**config.mk**
```make
export PLATFORM = sky130hd
export DESIGN_NAME = teic_top
export DESIGN_NICKNAME = d
export VERILOG_FILES = /design/src/hw/teic_pkg.sv /design/src/hw/teic_top.sv /design/src/hw/teic_evsense.sv
export SDC_FILE = /design/constraint.sdc
export NUM_CORES = 1
export LEC_CHECK = 0
export BUFFER_PORTS_ARGS = -buffer_cell sky130_fd_sc_hd__buf_2
export CAP_MARGIN = 20
export CELL_PAD_IN_SITES_DETAIL_PLACEMENT = 1
export CELL_PAD_IN_SITES_GLOBAL_PLACEMENT = 2
export CORE_ASPECT_RATIO = 0.9
export CORE_MARGIN = 2
export CORE_UTILIZATION = 40
export DETAILED_ROUTE_END_ITERATION = 10
export GPL_TIMING_DRIVEN = 0
export PLACE_DENSITY = 0.83
export REMOVE_ABC_BUFFERS = 1
export SLEW_MARGIN = 20
export SYNTH_ARGS = -nofsm -noshare
export SYNTH_HDL_FRONTEND = slang
export SYNTH_HIERARCHICAL = 1
export SYNTH_SLANG_ARGS = --single-unit
```
**constraint.sdc**
```tcl
create_clock -name pclk -period 3.59 [get_ports pclk]
set_input_delay 0.1795 -clock pclk [delete_from_list [all_inputs] [get_ports pclk]]
set_output_delay 0.1795 -clock pclk [all_outputs]
set_load 0.01 [all_outputs]
```
**src/hw/teic_pkg.sv**
```systemverilog
package teic_pkg;
    // register indices; byte address is four times the index
    localparam logic [7:0] IDX_CTRL = 8'h04;
    localparam logic [7:0] IDX_FLAGS = 8'h07;
    localparam logic [7:0] IDX_EVENT_CTRL = 8'h09;
    localparam logic [7:0] IDX_STATUS = 8'h0C;
    localparam logic [7:0] IDX_CNT = 8'h20;
    localparam logic [7:0] IDX_PER = 8'h26;
    localparam logic [7:0] IDX_CMP0 = 8'h28;
    localparam logic [7:0] IDX_PER_BUFFER = 8'h36;
    localparam logic [7:0] IDX_CMPBUF0 = 8'h38;
    localparam logic [7:0] IDX_CH_STEP = 8'h02;

    // event_input_control fields
    localparam int EV_A_ENA_POS = 0;
    localparam int EV_A_ACT_POS = 1;
    localparam int EV_B_ENA_POS = 4;
    localparam int EV_B_ACT_POS = 5;
    localparam int ACT_W = 3;

    // control register fields
    localparam int CTRL_LOCK_POS = 0;
    localparam int CTRL_UPD_POS = 1;
    localparam int CTRL_RST_POS = 2;

    // status register fields
    localparam int STAT_DIR_POS = 0;
    localparam int STAT_RST_POS = 1;

    // flags register: period valid at bit 0, compare n at bit n+1
    localparam int FLAG_PER_POS = 0;
    localparam int FLAG_CMP_POS = 1;

    localparam logic [7:0] EVENT_CTRL_RST = 8'h00;
    localparam logic [15:0] PER_RST = 16'hFFFF;
    localparam logic [15:0] CMP_RST = 16'h0000;
    localparam logic [15:0] CNT_RST = 16'h0000;

    typedef enum logic [2:0] {
        ACTA_COUNT_RISE = 3'h0,
        ACTA_COUNT_ANY = 3'h1,
        ACTA_COUNT_HIGH = 3'h2,
        ACTA_DIRECTION = 3'h3
    } teic_acta_t;

    typedef enum logic [2:0] {
        ACTB_NONE = 3'h0,
        ACTB_RES1 = 3'h1,
        ACTB_RES2 = 3'h2,
        ACTB_DIRECTION = 3'h3,
        ACTB_RESTART_RISE = 3'h4,
        ACTB_RESTART_EITHER = 3'h5,
        ACTB_RESTART_HIGH = 3'h6,
        ACTB_RES7 = 3'h7
    } teic_actb_t;
endpackage

```
**src/hw/teic_top.sv**
```systemverilog
// What this block does
// writing a compare buffer sets that channel's buffer-valid flag
// an update condition clears every compare buffer-valid flag
// period buffer write sets its valid flag; update clears it
// event control: input B action in bits 7:5, B enable bit 4
// B code 0 does nothing; codes 1, 2 and 7 are reserved
// B direction code keeps counting clocks or events as input A selects
// B direction code: count up while event low, down while high
// B code 4 restarts the counter on each rising event edge
// B code 5 restarts the counter on every event edge
// B code 6 holds the counter in restart while event high
// B enable low: input B ignored whatever the code
// B enable high: input B acts as its code says
// A codes: rise count, any-edge count, count while high, direction
// input A acts only when its enable bit is set
// update lock set: buffers are not copied on update
// event restart behaves like the software restart command
`timescale 1ns/1ps
`default_nettype none
module teic_top #(
    parameter int ADDR_W = 12,
    parameter int NUM_CMP = 3
) (
    input wire logic pclk,
    input wire logic presetn,
    input wire logic psel,
    input wire logic penable,
    input wire logic pwrite,
    input wire logic [ADDR_W-1:0] paddr,
    input wire logic [31:0] pwdata,
    output logic [31:0] prdata,
    output logic pready,
    output logic pslverr,
    input wire logic event_a,
    input wire logic event_b,
    input wire logic presc_tick,
    output logic [15:0] count_value,
    output logic [15:0] period_value,
    output logic [NUM_CMP*16-1:0] compare_value,
    output logic count_dir,
    output logic restart_pulse,
    output logic update_pulse
);
    initial begin
        if (ADDR_W < 11 || ADDR_W > 32) begin
            $error("teic_top: ADDR_W out of range");
        end
        if (NUM_CMP < 1 || NUM_CMP > 4) begin
            $error("teic_top: NUM_CMP out of range");
        end
    end

    // bus decode
    logic [7:0] idx;
    logic hi_zero;
    logic wr_en;
    logic rd_setup;
    logic hit;
    logic [31:0] rd_val;

    assign idx = paddr[9:2];
    assign hi_zero = (paddr[ADDR_W-1:10] == '0) && (paddr[1:0] == 2'b00);
    assign wr_en = psel & penable & pwrite & hit;
    assign rd_setup = psel & ~penable;
    // zero wait states: every access completes in its first access cycle
    assign pready = 1'b1;
    assign pslverr = psel & penable & ~hit;

    // configuration registers
    logic [7:0] event_ctrl_r;
    logic [7:0] event_ctrl_nxt;
    logic lock_r;
    logic lock_nxt;
    logic sw_upd;
    logic sw_rst;
    logic [31:0] prdata_r;
    logic [31:0] prdata_nxt;

    assign sw_upd = wr_en && idx == teic_pkg::IDX_CTRL && pwdata[teic_pkg::CTRL_UPD_POS];
    assign sw_rst = wr_en && idx == teic_pkg::IDX_CTRL && pwdata[teic_pkg::CTRL_RST_POS];

    always_comb begin
        event_ctrl_nxt = event_ctrl_r;
        lock_nxt = lock_r;
        prdata_nxt = prdata_r;
        if (wr_en && idx == teic_pkg::IDX_EVENT_CTRL) begin
            event_ctrl_nxt = pwdata[7:0];
        end
        if (wr_en && idx == teic_pkg::IDX_CTRL) begin
            lock_nxt = pwdata[teic_pkg::CTRL_LOCK_POS];
        end
        if (rd_setup) begin
            prdata_nxt = rd_val;
        end
    end

    always_ff @(posedge pclk or negedge presetn) begin
        if (!presetn) begin
            event_ctrl_r <= teic_pkg::EVENT_CTRL_RST;
            lock_r <= 1'b0;
            prdata_r <= 32'h0000_0000;
        end else begin
            event_ctrl_r <= event_ctrl_nxt;
            lock_r <= lock_nxt;
            prdata_r <= prdata_nxt;
        end
    end

    assign prdata = prdata_r;

    // event channel decode
    logic a_rise;
    logic a_fall;
    logic b_rise;
    logic b_fall;

    teic_evsense u_sense_a (
        .pclk(pclk),
        .presetn(presetn),
        .ev_in(event_a),
        .rise(a_rise),
        .fall(a_fall)
    );

    teic_evsense u_sense_b (
        .pclk(pclk),
        .presetn(presetn),
        .ev_in(event_b),
        .rise(b_rise),
        .fall(b_fall)
    );

    teic_pkg::teic_acta_t act_a;
    teic_pkg::teic_actb_t act_b;
    logic a_on;
    logic b_on;
    logic step_a;
    logic count_step;
    logic dir_now;
    logic ev_restart;
    logic restart_now;

    assign act_a = teic_pkg::teic_acta_t'(event_ctrl_r[teic_pkg::EV_A_ACT_POS +: teic_pkg::ACT_W]);
    assign act_b = teic_pkg::teic_actb_t'(event_ctrl_r[teic_pkg::EV_B_ACT_POS +: teic_pkg::ACT_W]);
    assign a_on = event_ctrl_r[teic_pkg::EV_A_ENA_POS];
    assign b_on = event_ctrl_r[teic_pkg::EV_B_ENA_POS];

    always_comb begin
        // reserved input A codes fall back to plain prescaled counting
        unique case (act_a)
            teic_pkg::ACTA_COUNT_RISE: step_a = a_rise;
            teic_pkg::ACTA_COUNT_ANY: step_a = a_rise | a_fall;
            teic_pkg::ACTA_COUNT_HIGH: step_a = presc_tick & event_a;
            teic_pkg::ACTA_DIRECTION: step_a = presc_tick;
            default: step_a = presc_tick;
        endcase
    end

    // input B never gates the step, so its direction code keeps A's counting
    assign count_step = a_on ? step_a : presc_tick;

    always_comb begin
        dir_now = 1'b0;
        if (a_on && act_a == teic_pkg::ACTA_DIRECTION) begin
            dir_now = event_a;
        end
        if (b_on && act_b == teic_pkg::ACTB_DIRECTION) begin
            dir_now = event_b;
        end
    end

    always_comb begin
        ev_restart = 1'b0;
        if (b_on) begin
            unique case (act_b)
                teic_pkg::ACTB_RESTART_RISE: ev_restart = b_rise;
                teic_pkg::ACTB_RESTART_EITHER: ev_restart = b_rise | b_fall;
                teic_pkg::ACTB_RESTART_HIGH: ev_restart = event_b;
                default: ev_restart = 1'b0;
            endcase
        end
    end

    assign restart_now = ev_restart | sw_rst;

    // counter and working period
    logic [15:0] cnt_r;
    logic [15:0] cnt_nxt;
    logic [15:0] per_r;
    logic [15:0] per_nxt;
    logic [15:0] per_buf_r;
    logic [15:0] per_buf_nxt;
    logic per_valid_r;
    logic per_valid_nxt;
    logic dir_r;
    logic rst_out_r;
    logic upd_out_r;
    logic wrap;
    logic apply_upd;
    logic per_buf_wr;

    assign per_buf_wr = wr_en && idx == teic_pkg::IDX_PER_BUFFER;

    always_comb begin
        cnt_nxt = cnt_r;
        wrap = 1'b0;
        if (restart_now) begin
            cnt_nxt = dir_now ? per_r : teic_pkg::CNT_RST;
        end else if (count_step) begin
            if (!dir_now) begin
                wrap = (cnt_r == per_r);
                cnt_nxt = wrap ? 16'h0000 : cnt_r + 16'h0001;
            end else begin
                wrap = (cnt_r == 16'h0000);
                cnt_nxt = wrap ? per_r : cnt_r - 16'h0001;
            end
        end
        // bus write takes priority over counting
        if (wr_en && idx == teic_pkg::IDX_CNT) begin
            cnt_nxt = pwdata[15:0];
        end
    end

    // lock also keeps the valid flags, so software sees what is pending
    assign apply_upd = (wrap | sw_upd) & ~lock_r;

    always_comb begin
        per_nxt = per_r;
        per_buf_nxt = per_buf_r;
        per_valid_nxt = per_valid_r;
        if (apply_upd) begin
            per_nxt = per_valid_r ? per_buf_r : per_r;
            per_valid_nxt = 1'b0;
        end
        if (per_buf_wr) begin
            per_buf_nxt = pwdata[15:0];
            per_valid_nxt = 1'b1;
        end
    end

    always_ff @(posedge pclk or negedge presetn) begin
        if (!presetn) begin
            cnt_r <= teic_pkg::CNT_RST;
            per_r <= teic_pkg::PER_RST;
            per_buf_r <= teic_pkg::PER_RST;
            per_valid_r <= 1'b0;
            dir_r <= 1'b0;
            rst_out_r <= 1'b0;
            upd_out_r <= 1'b0;
        end else begin
            cnt_r <= cnt_nxt;
            per_r <= per_nxt;
            per_buf_r <= per_buf_nxt;
            per_valid_r <= per_valid_nxt;
            dir_r <= dir_now;
            rst_out_r <= restart_now;
            upd_out_r <= apply_upd;
        end
    end

    assign count_value = cnt_r;
    assign period_value = per_r;
    assign count_dir = dir_r;
    assign restart_pulse = rst_out_r;
    assign update_pulse = upd_out_r;

    // compare channels
    logic [15:0] cmpbuf_q [NUM_CMP];
    logic [15:0] cmp_q [NUM_CMP];
    logic [NUM_CMP-1:0] cmpbv_q;

    for (genvar g = 0; g < NUM_CMP; g++) begin : g_cmp
        logic [15:0] buf_r;
        logic [15:0] buf_nxt;
        logic [15:0] cmp_r;
        logic [15:0] cmp_nxt;
        logic bv_r;
        logic bv_nxt;
        logic buf_wr;

        assign buf_wr = wr_en && idx == teic_pkg::IDX_CMPBUF0 + 8'(g * 2);

        always_comb begin
            buf_nxt = buf_r;
            cmp_nxt = cmp_r;
            bv_nxt = bv_r;
            if (apply_upd) begin
                cmp_nxt = bv_r ? buf_r : cmp_r;
                bv_nxt = 1'b0;
            end
            // a write in the update cycle stays pending
            if (buf_wr) begin
                buf_nxt = pwdata[15:0];
                bv_nxt = 1'b1;
            end
        end

        always_ff @(posedge pclk or negedge presetn) begin
            if (!presetn) begin
                buf_r <= teic_pkg::CMP_RST;
                cmp_r <= teic_pkg::CMP_RST;
                bv_r <= 1'b0;
            end else begin
                buf_r <= buf_nxt;
                cmp_r <= cmp_nxt;
                bv_r <= bv_nxt;
            end
        end

        assign cmpbuf_q[g] = buf_r;
        assign cmp_q[g] = cmp_r;
        assign cmpbv_q[g] = bv_r;
        assign compare_value[g*16 +: 16] = cmp_r;
    end

    // read mux and address map
    always_comb begin
        rd_val = 32'h0000_0000;
        hit = 1'b0;
        if (hi_zero) begin
            unique case (idx)
                teic_pkg::IDX_CTRL: begin
                    hit = 1'b1;
                    rd_val[teic_pkg::CTRL_LOCK_POS] = lock_r;
                end
                teic_pkg::IDX_FLAGS: begin
                    hit = 1'b1;
                    rd_val[teic_pkg::FLAG_PER_POS] = per_valid_r;
                    rd_val[teic_pkg::FLAG_CMP_POS +: NUM_CMP] = cmpbv_q;
                end
                teic_pkg::IDX_EVENT_CTRL: begin
                    hit = 1'b1;
                    rd_val[7:0] = event_ctrl_r;
                end
                teic_pkg::IDX_STATUS: begin
                    hit = 1'b1;
                    rd_val[teic_pkg::STAT_DIR_POS] = dir_r;
                    rd_val[teic_pkg::STAT_RST_POS] = rst_out_r;
                end
                teic_pkg::IDX_CNT: begin
                    hit = 1'b1;
                    rd_val[15:0] = cnt_r;
                end
                teic_pkg::IDX_PER: begin
                    hit = 1'b1;
                    rd_val[15:0] = per_r;
                end
                teic_pkg::IDX_PER_BUFFER: begin
                    hit = 1'b1;
                    rd_val[15:0] = per_buf_r;
                end
                default: begin
                    for (int i = 0; i < NUM_CMP; i++) begin
                        if (idx == teic_pkg::IDX_CMP0 + 8'(i * 2)) begin
                            hit = 1'b1;
                            rd_val[15:0] = cmp_q[i];
                        end
                        if (idx == teic_pkg::IDX_CMPBUF0 + 8'(i * 2)) begin
                            hit = 1'b1;
                            rd_val[15:0] = cmpbuf_q[i];
                        end
                    end
                end
            endcase
        end
    end
endmodule
`default_nettype wire

```
**src/hw/teic_evsense.sv**
```systemverilog
`timescale 1ns/1ps
`default_nettype none
// edge sensing on one event channel; the input is already synchronous
module teic_evsense (
    input wire logic pclk,
    input wire logic presetn,
    input wire logic ev_in,
    output logic rise,
    output logic fall
);
    logic prev_r;
    logic prev_nxt;

    always_comb begin
        prev_nxt = ev_in;
    end

    always_ff @(posedge pclk or negedge presetn) begin
        if (!presetn) begin
            prev_r <= 1'b0;
        end else begin
            prev_r <= prev_nxt;
        end
    end

    assign rise = ev_in & ~prev_r;
    assign fall = ~ev_in & prev_r;
endmodule
`default_nettype wire

```
==> flow_summary.yaml <==
global_routing:
  grt_max_degree: 72
  grt_pass1_wl_mm: 48.7
  antenna_found_initial: 0
  grt-ovfl-total: 0
  grt_use_total_pct: 25.5
  grt_pass1_vias: 7838
detailed_routing:
  viasPerCell: 6.04
  vias: 7752
  postRouteAntennaNets: 0
  dr.pass1.iters: 5
  drt_iter0_markers: 525
  drt-total-wl_mm: 31.9
  avgRoutedWirePerCell_um: 24.9
  drc: 0
timing:
  drv_slew: 0
  max_slew_margin_pct: 27.3
  hold_slack_ns: 0.0788
  fmax_ghz: 0.294
  timing.final.crit_share_pct: 94.7
  min_period_ns: 3.40
  final.setup.worst_slack_ns: 0.192
  fin_worst_skew_ns: 0.0113
  worst_slew_pin_slew_ns: 1.09
  hold_viol: 0
  finalSetupViolCount: 0
  grt_setup_unrepaired: "false"
critical_path:
  cp-start-kind: "flop"
  cp.arrival_ns: 3.71
  r2r_end: "g_cmp[2].cmp_r[1]"
  reg2reg_depth: 7
  worstSetupEndpointType: "flop"
  startpoint: "count_value[6]"
  cpPeakStageDelay_ns: 0.66
  cpMaxStageDelayCell: "and4b_2"
  crit_type: "reg2reg"
  crit_family: "simple AND/OR/NAND/NOR gates"
  critPathRequiredTime_ns: 3.90
  r2r-start: "count_value[6]"
  worstPathMaxFanout: 16
  worstPathCellList: "nor4_4 > and2_1 > nand3_2 > nand2_1 > a21oi_1 > and4b_2 > mux2_2"
  worst-path-buf-inv: 0
  reg2reg_setup_slack_ns: 0.19
cts:
  path_clk_slew_ns: 0.07
  clock_latency_ns: 0.44
  cts_tree: "yes"
  clkSinkCount: 178
  cts_setup_buffers: 0
  root_buffer: "clkbuf_16"
  cts_buffer_depth: 2
  htree_num_levels: 4
  cts-buffers-inserted: 17
pwr:
  power_uw: 4800
  power_density_nw_per_um2: 427
  leakage_uw: 0.00550
  vdd_drop_max_v: 0.000226
die:
  row_count: 53
  die_area_um2: 25400
  pin_count: 169
  die_h_um: 152
  core_region_area_um2: 23500
  start_util_pct: 41.1
  die_x_um: 168
yosys:
  syn_area_um2: 9670
  yosysUniqueCellTypes: 80
  synth_top_flop_cell: "dfrtp_1"
  synth_edf_count: 0
  avgSynthCellArea_um2: 11.3
  postSynthCellCount: 859
  yosys_warnings: 6
  ys_seq_area_share_pct: 46.5
  synthArstFlopShare_pct: 100
  ys_seq_elements: 178
final_layout:
  post-route-util_pct: 47.7
  antenna_cells: 0
  drive_gt1_share_pct: 38.1
  nets: 1024
  final_cell_area_um2: 11200
  syn2layout_area_growth_pct: 16.0
run_status:
  outcome: "completed"
hold_path:
  hp-class: "in2reg"
  holdPathStages: 2
  whs_endpoint: "g_cmp[1].buf_r[15]"
  min_from: "pwdata[15]"
placed_design:
  port_buffers: 135
  gp_congestion: 0.841
  hpwl_mm: 22.3
  dpl-instance-area_um2: 10500
  post-place-ws_ns: -0.340
flow_run:
  drv_cap: 0
## worst max path at each step
stage	to	slack (ns)	depth (start not counted)
floorplan	g_cmp[2].cmp_r[0]	0.77	7
global placement	g_cmp[1].cmp_r[11]	-0.64	1
detailed placement	g_cmp[2].cmp_r[2]	-0.34	7
CTS	g_cmp[2].cmp_r[2]	0.15	7
global route	g_cmp[2].cmp_r[1]	0.03	8
finish	g_cmp[2].cmp_r[1]	0.19	7
## power breakdown
part / internal, uW / switching (uW)
registers: 2020 / 39.7
logic: 232 / 524
clock network: 1060 / 914
total: 3320 / 1480
## metrics by stage
| stage | instances | TNS, ns |
|---|---|---|
| floorplan | 801 | 0 |
| global placement | 1238 | -99.45 |
| detailed placement | 1249 | -5.23 |
| CTS | 1284 | 0 |
| global route | 1284 | 0 |
| finish | 1284 | 0 |
## cells in the final DEF, fill, tap and decap left out, drive strengths merged, types with 6 or more instances in the layout
| cell | n |
|---|---|
| a211o | 10 |
| a211oi | 6 |
| a21o | 6 |
| a21oi | 42 |
| a221oi | 7 |
| a222oi | 10 |
| a22oi | 22 |
| a32o | 13 |
| a32oi | 12 |
| and3 | 7 |
| buf | 146 |
| clkbuf | 17 |
| clkinv | 7 |
| conb | 17 |
| dfrtp | 146 |
| dfstp | 32 |
| inv | 12 |
| mux2 | 138 |
| mux2i | 11 |
| nand2 | 56 |
| nand2b | 6 |
| nand3 | 33 |
| nand4 | 13 |
| nor2 | 51 |
| nor2b | 8 |
| nor3 | 11 |
| nor4 | 9 |
| o21ai | 21 |
| xnor2 | 23 |
| xor2 | 10 |
## routing by layer
metal / track usage, % / share of wire (%) / vias up
met2: 41.0 / 46 / 248
met3: 3.84 / 4.9 / 31
li1: - / - / 3406
met1: 36.0 / 47 / 4067
met4: 7.35 / 2.0 / 0
met5: 0 / 0 / -
## cell usage after synthesis, drive strengths merged (12+ instances only)
library cell	number	area, um2
dfstp	32	841
a32oi	12	105
o21ai	21	116
xnor2	23	201
a21oi	42	210
nand3	33	165
buf	50	338
a32o	13	130
mux2	138	1550
nand2	56	240
nand4	13	81.3
a22oi	22	165
nor2	51	204
clkbuf	23	86.3
dfrtp	146	3650
## final cells by class
| cell class | count | area (um2) |
|---|---|---|
| fillers | 2543 | 12300 |
| flip-flops and latches | 178 | 4490 |
| repair buffers | 149 | 858 |
| multi-input cells | 615 | 4830 |
| clock buffers | 17 | 425 |
| inverters | 8 | 32.5 |
| well taps | 302 | 378 |
| clock inverters | 15 | 203 |
## registers in the layout, indices dropped and copies added (netlist names)
| signal | flops |
|---|---|
| count_dir | 1 |
| lock_r | 1 |
| per_buf_r | 16 |
| restart_pulse | 1 |
| per_valid_r | 1 |
| g_cmp.cmp_r | 48 |
| u_sense_a/prev_r | 1 |
| period_value | 16 |
| prdata | 16 |
| g_cmp.bv_r | 3 |
| u_sense_b/prev_r | 1 |
| count_value | 16 |
| event_ctrl_r | 8 |
| g_cmp.buf_r | 48 |
| update_pulse | 1 |
## cell families after synthesis
| kind of cell | Yosys count | synth area share [%] |
|---|---|---|
| buffers and inverters | 81 | 4.72 |
| xor gates and xnor gates | 33 | 2.99 |
| DFF | 178 | 46.5 |
| AOI/OAI and AO/OA | 185 | 14.5 |
| adders and majority gates | 3 | 0.388 |
| muxes | 149 | 17.2 |
| other | 2 | 0.0777 |
| and+or+nand+nor | 228 | 13.7 |
## timing repair
action,CTS,global route
hold endpoints to repair,41,0
hold buffers,3,0
pin swaps,0,0
resized for setup,2,1
endpoints found under the setup margin,16,16
Note: power is estimated with default switching activity, not from simulation.
